### config.mk
export PLATFORM = sky130hd
export DESIGN_NAME = adcc_ch7_regs
export DESIGN_NICKNAME = d
export VERILOG_FILES = /design/src/verilog/adcc_pkg.sv /design/src/verilog/adcc_ch7_regs.sv
export VERILOG_INCLUDE_DIRS = /design/src /design/src/verilog
export SDC_FILE = /design/constraint.sdc
export NUM_CORES = 1
export LEC_CHECK = 0
export ABC_AREA = 0
export BUFFER_PORTS_ARGS = -buffer_cell sky130_fd_sc_hd__buf_2
export CAP_MARGIN = 20
export CORE_MARGIN = 2
export CORE_UTILIZATION = 30
export DETAILED_ROUTE_END_ITERATION = 10
export SLEW_MARGIN = 20
export SYNTH_ARGS = -nofsm -noshare
export SYNTH_HDL_FRONTEND = slang
export SYNTH_SLANG_ARGS = --single-unit
### constraint.sdc
create_clock -name clk -period 2.2 [get_ports clk]
set_input_delay 0.33 -clock clk [delete_from_list [all_inputs] [get_ports clk]]
set_output_delay 0.33 -clock clk [all_outputs]
set_load 0.03 [all_outputs]
### src/verilog/adcc_map.svh
`ifndef ADCC_MAP_SVH
`define ADCC_MAP_SVH

// ----------------------------------------------------------------
// register addresses
// ----------------------------------------------------------------
`define ADCC_ADDR_CFG      6'h2C
`define ADCC_ADDR_OFS_HI   6'h2D
`define ADCC_ADDR_OFS_LO   6'h2E
`define ADCC_ADDR_GAIN_HI  6'h2F
`define ADCC_ADDR_GAIN_LO  6'h30
`define ADCC_ADDR_CHECKSUM 6'h3E
`define ADCC_ADDR_RSVD     6'h3F

// ----------------------------------------------------------------
// field positions
// ----------------------------------------------------------------
`define ADCC_DELAY_HI      15
`define ADCC_DELAY_LO      6
`define ADCC_RSVD_CFG_HI   5
`define ADCC_RSVD_CFG_LO   3
`define ADCC_BYPASS_BIT    2
`define ADCC_SEL_HI        1
`define ADCC_SEL_LO        0
`define ADCC_LOWB_HI       15
`define ADCC_LOWB_LO       8

// ----------------------------------------------------------------
// reset values
// ----------------------------------------------------------------
`define ADCC_RST_ZERO16    16'h0000
`define ADCC_RST_GAIN_HI   16'h8000
`define ADCC_RST_ZERO8     8'h00
`define ADCC_RST_DELAY     10'h000
`define ADCC_RST_BYPASS    1'h0

`endif

### src/verilog/adcc_pkg.sv
package adcc_pkg;

   typedef enum logic [1:0] {
      ADCC_IN_PAIR    = 2'h0,
      ADCC_IN_SHORTED = 2'h1,
      ADCC_IN_TEST_P  = 2'h2,
      ADCC_IN_TEST_N  = 2'h3
   } adcc_insel_e;

   typedef struct packed {
      logic signed [9:0] ch_delay_value;
      logic              ch_highpass_bypass;
      adcc_insel_e       ch_input_select;
   } adcc_cfg_s;

   typedef struct packed {
      logic [15:0] ch_offset_upper;
      logic [7:0]  ch_offset_lower;
      logic [15:0] ch_gain_upper;
      logic [7:0]  ch_gain_lower;
   } adcc_cal_s;

   typedef struct packed {
      logic        wr_en;
      logic        rd_en;
      logic [5:0]  addr;
      logic [15:0] wdata;
   } adcc_req_s;

endpackage : adcc_pkg

### src/verilog/adcc_ch7_regs.sv
`include "adcc_map.svh"

module adcc_ch7_regs #(
   parameter int ADDR_W = 6,
   parameter int DATA_W = 16
) (
   input  wire logic              clk,
   input  wire logic              rst_n,
   input  wire adcc_pkg::adcc_req_s req,
   input  wire logic [15:0]       crc_value,
   output adcc_pkg::adcc_cfg_s    ch_cfg,
   output adcc_pkg::adcc_cal_s    ch_cal,
   output logic [15:0]            rd_data,
   output logic                   rd_valid
);
   import adcc_pkg::*;

   // ----------------------------------------------------------------
   // elaboration checks
   // ----------------------------------------------------------------
   if (ADDR_W != 6 || DATA_W != 16) begin : g_bad_param
      $error("adcc_ch7_regs supports only 6-bit address, 16-bit data");
   end

   // ----------------------------------------------------------------
   // decode
   // ----------------------------------------------------------------
   logic        wr_cfg;
   logic        wr_ofs_hi;
   logic        wr_ofs_lo;
   logic        wr_gain_hi;
   logic        wr_gain_lo;
   logic        wr_rsvd;
   logic [15:0] rsvd_word;
   logic [15:0] next_rd_data;

   function automatic logic [15:0] low_word(input logic [7:0] b);
      // upper byte carries the value, lower byte always zero
      low_word = {b, `ADCC_RST_ZERO8};
   endfunction : low_word

   assign wr_cfg     = req.wr_en && req.addr == `ADCC_ADDR_CFG;
   assign wr_ofs_hi  = req.wr_en && req.addr == `ADCC_ADDR_OFS_HI;
   assign wr_ofs_lo  = req.wr_en && req.addr == `ADCC_ADDR_OFS_LO;
   assign wr_gain_hi = req.wr_en && req.addr == `ADCC_ADDR_GAIN_HI;
   assign wr_gain_lo = req.wr_en && req.addr == `ADCC_ADDR_GAIN_LO;
   assign wr_rsvd    = req.wr_en && req.addr == `ADCC_ADDR_RSVD;

   // ----------------------------------------------------------------
   // configuration word
   // ----------------------------------------------------------------
   always_ff @(posedge clk) begin
      if (!rst_n) begin
         ch_cfg.ch_delay_value     <= `ADCC_RST_DELAY;
         ch_cfg.ch_highpass_bypass <= `ADCC_RST_BYPASS;
         ch_cfg.ch_input_select    <= ADCC_IN_PAIR;
      end else if (wr_cfg) begin
         ch_cfg.ch_delay_value <=
            req.wdata[`ADCC_DELAY_HI:`ADCC_DELAY_LO];
         ch_cfg.ch_highpass_bypass <= req.wdata[`ADCC_BYPASS_BIT];
         ch_cfg.ch_input_select <=
            adcc_insel_e'(req.wdata[`ADCC_SEL_HI:`ADCC_SEL_LO]);
      end
   end

   // ----------------------------------------------------------------
   // offset and gain calibration, one process for the whole output
   // ----------------------------------------------------------------
   always_ff @(posedge clk) begin
      if (!rst_n) begin
         ch_cal.ch_offset_upper <= `ADCC_RST_ZERO16;
         ch_cal.ch_offset_lower <= `ADCC_RST_ZERO8;
         ch_cal.ch_gain_upper   <= `ADCC_RST_GAIN_HI;
         ch_cal.ch_gain_lower   <= `ADCC_RST_ZERO8;
      end else begin
         if (wr_ofs_hi) begin
            ch_cal.ch_offset_upper <= req.wdata;
         end
         if (wr_ofs_lo) begin
            ch_cal.ch_offset_lower <=
               req.wdata[`ADCC_LOWB_HI:`ADCC_LOWB_LO];
         end
         if (wr_gain_hi) begin
            ch_cal.ch_gain_upper <= req.wdata;
         end
         if (wr_gain_lo) begin
            ch_cal.ch_gain_lower <=
               req.wdata[`ADCC_LOWB_HI:`ADCC_LOWB_LO];
         end
      end
   end

   // ----------------------------------------------------------------
   // reserved word
   // ----------------------------------------------------------------
   always_ff @(posedge clk) begin
      if (!rst_n) begin
         rsvd_word <= `ADCC_RST_ZERO16;
      end else if (wr_rsvd) begin
         rsvd_word <= req.wdata;
      end
   end

   // ----------------------------------------------------------------
   // read back
   // ----------------------------------------------------------------
   always_comb begin
      next_rd_data = `ADCC_RST_ZERO16;
      unique case (req.addr)
         `ADCC_ADDR_CFG: begin
            next_rd_data[`ADCC_DELAY_HI:`ADCC_DELAY_LO] =
               ch_cfg.ch_delay_value;
            next_rd_data[`ADCC_BYPASS_BIT] = ch_cfg.ch_highpass_bypass;
            next_rd_data[`ADCC_SEL_HI:`ADCC_SEL_LO] =
               ch_cfg.ch_input_select;
         end
         `ADCC_ADDR_OFS_HI:   next_rd_data = ch_cal.ch_offset_upper;
         `ADCC_ADDR_OFS_LO:   next_rd_data = low_word(ch_cal.ch_offset_lower);
         `ADCC_ADDR_GAIN_HI:  next_rd_data = ch_cal.ch_gain_upper;
         `ADCC_ADDR_GAIN_LO:  next_rd_data = low_word(ch_cal.ch_gain_lower);
         `ADCC_ADDR_CHECKSUM: next_rd_data = crc_value;
         `ADCC_ADDR_RSVD:     next_rd_data = rsvd_word;
         default:             next_rd_data = `ADCC_RST_ZERO16;
      endcase
   end

   always_ff @(posedge clk) begin
      if (!rst_n) begin
         rd_data  <= `ADCC_RST_ZERO16;
         rd_valid <= 1'b0;
      end else begin
         rd_valid <= req.rd_en;
         if (req.rd_en) begin
            rd_data <= next_rd_data;
         end
      end
   end
endmodule : adcc_ch7_regs

==> out/metrics.csv <==
metric,value,unit
vias per cell,5.09,
die extent in y,122,µm
Max Fclk,603,MHz
Worst EP arrival,1.90,ns
first-pass GRT wire length,20.0,mm
Post-Syn Nets,488,
final instance area,5200,µm²
clock buffer depth,2,
Final ANT Viol Nets,0,
share of cells above drive strength 1,28.8,%
mapped cell area,4150,µm²
fin crit period,1.66,ns
Pins Over Slew Limit,0,
Layout Area Growth over Synthesis,25.4,%
Post-CTS Hold Fix Bufs,0,
Initial Util,31.1,%
initial antenna violation count,0,
MaxCap Viol Count,0,
Hold Path Class,input pin to flop,
grt ovf,0,
PortBufs,119,
crit end category,flop,
TritonCTS clock tree,done,
largest net degree at the start of global routing,46,
crit-path max FO,13,
# resized after CTS,0,
Worst Path Required,2.44,ns
"CTS clk-pin slew, worst paths",0.06,ns
syn_area_per_cell,9.29,µm²
relative slew slack,67.0,%
I/O pins,120,
All-Layer GR Usage,17.6,%
clock sink count,94,
"commonest non-fill, non-tap cells in the layout","buf_2 (119), dfxtp_1 (94), mux2i_1 (67), nor2_1 (57), nand2_1 (46)",
Mapped Cells,446,
synth unique cells,36,
setup violators final,0,
PD cells,649,nW/µm²
Avg WL per Cell,17.5,µm
Max VDD drop,0.000289,V
Clock Latency Late Sink,0.33,ns
core area,13300,µm²
Post-CTS Repair Setup Buffers,0,
number of hold violations in the final report,0,
CTS root buf,clkbuf_16,
worst slew pin tran,0.495,ns
# rows,42,
"FF+latch count, synth",94,
nets,603,
leakage,2.27,nW
Worst Skew,0.00658,ns
post-DP HPWL,9.68,mm
placed cell areas,4930,µm²
final period utilization,75.4,%
Ys Warns,0,
setup TNS,0,ns
final wirelength,12.9,mm
Die Footprint,14800,µm²
H-tree depth,3,
ant diodes,0,
vias in the first global route,3582,
status,completed,
initial drt markers,243,
CP Launch Type,input pin,
gp weighted congestion,0.828,
"commonest non-fill, non-tap cell in the layout",buf_2,
Die X,122,µm
total CTS buffers,9,
RSZ-0062 raised after global routing,no,
total number of vias,3772,
drt drc,0,
sequential fraction of the synthesis area,45.4,%
critical path class,input pin to flop,
drt pass-1 iters,6,
-- per-layer routing --
metal / GRT usage, % / vias to the layer above / routed length [µm] / part of all wire [%]
li1: - / 1841 / - / -
met1: 24.5 / 1760 / 5890 / 46
met2: 26.6 / 161 / 5830 / 45
met3: 4.78 / 10 / 1040 / 8.0
met4: 5.39 / 0 / 175 / 1.4
met5: 0 / - / 0 / 0
-- critical path, stage by stage --
cell and delay [ns]:
buf_2 0.21, nor4_2 0.37, and3_1 0.53, a221oi_1 0.18
a221oi_1 0.29
-- flip-flops by register name, summed over array words and instances, names as in the netlist --
signal,flops
ch_cal,48
rd_valid,1
ch_cfg,13
rsvd_word,16
rd_data,16
-- layout make-up --
cell class | instances | area (µm²)
clock buffers | 14 | 264
clock inverters | 1 | 5.00
fillers | 1385 | 8150
inverters | 3 | 11.3
multi-input cells | 314 | 2060
flip-flops and latches | 94 | 1880
well taps | 176 | 220
repair buffers | 139 | 758
-- cells in the mapped netlist (all sizes together) --
cell type / instances / area share [%]
a21oi: 44 / 5.3
a311oi: 7 / 1.5
nand2: 46 / 4.2
nor2: 57 / 5.2
clkinv: 2 / 0.18
and4b: 1 / 0.24
a221oi: 11 / 2.3
nor4: 1 / 0.30
nor3: 12 / 1.7
o31ai: 1 / 0.18
buf: 20 / 3.4
a32o: 1 / 0.24
o2bb2ai: 3 / 0.63
nand3: 13 / 1.6
mux2: 6 / 1.6
a32oi: 7 / 1.5
nor4b: 1 / 0.57
a211oi: 3 / 0.54
and2: 2 / 0.30
or3: 1 / 0.15
a222oi: 6 / 1.4
mux2i: 67 / 16
dfxtp: 94 / 45
nand4b: 2 / 0.78
o21ai: 5 / 0.60
inv: 1 / 0.090
nand2b: 2 / 0.30
nand4: 2 / 0.30
and3: 5 / 0.75
clkbuf: 15 / 1.4
nor2b: 8 / 1.2
-- cells by family (layout without fill, tap and decap cells) --
family | Yosys count | count (layout) | share of synthesized area [%]
AO/OA/AOI/OAI | 88 | 88 | 14.2
AND/OR/NAND/NOR | 153 | 153 | 17.5
flip-flops | 94 | 94 | 45.4
buffers and inverters | 38 | 157 | 5.01
multiplexers | 73 | 73 | 17.8
-- path summary, 6_finish.rpt --
check / startpoint / cells past startpoint / slack, ns / to
min reg2reg: ch_cal[19] / 2 / 0.48 / ch_cal[19]
max reg2reg: rsvd_word[6] / 3 / 0.97 / rd_data[6]
min: req[1] / 3 / 0.27 / ch_cal[9]
max: req[16] / 5 / 0.54 / rd_data[14]
-- where the power goes --
group	total (mW)	internal [mW]	switching (mW)	leakage, nW
Combinational	0.235	0.0775	0.157	1.37
Clock	1.42	0.821	0.601	0.133
Sequential	1.72	1.71	0.00614	0.758
-- per-stage QoR --
| stage | worst slack [ns] | utilization (%) | instances | total power [mW] | hold slack, ns |
|---|---|---|---|---|---|
| 3_3_place_gp | 0.300 | 36.9 | 726 | 1.99 | 0.455 |
| 3_5_place_dp | 0.230 | 36.9 | 726 | 1.99 | 0.468 |
| 2_1_floorplan | 0.538 | - | 446 | 1.88 | 0.402 |
| 6_report | 0.540 | 38.9 | 741 | 3.37 | 0.269 |
| 5_1_grt | 0.368 | 38.9 | 741 | 3.49 | 0.267 |
| 4_1_cts | 0.560 | 38.9 | 741 | 3.40 | 0.259 |
(Power assumes the default switching activity.)
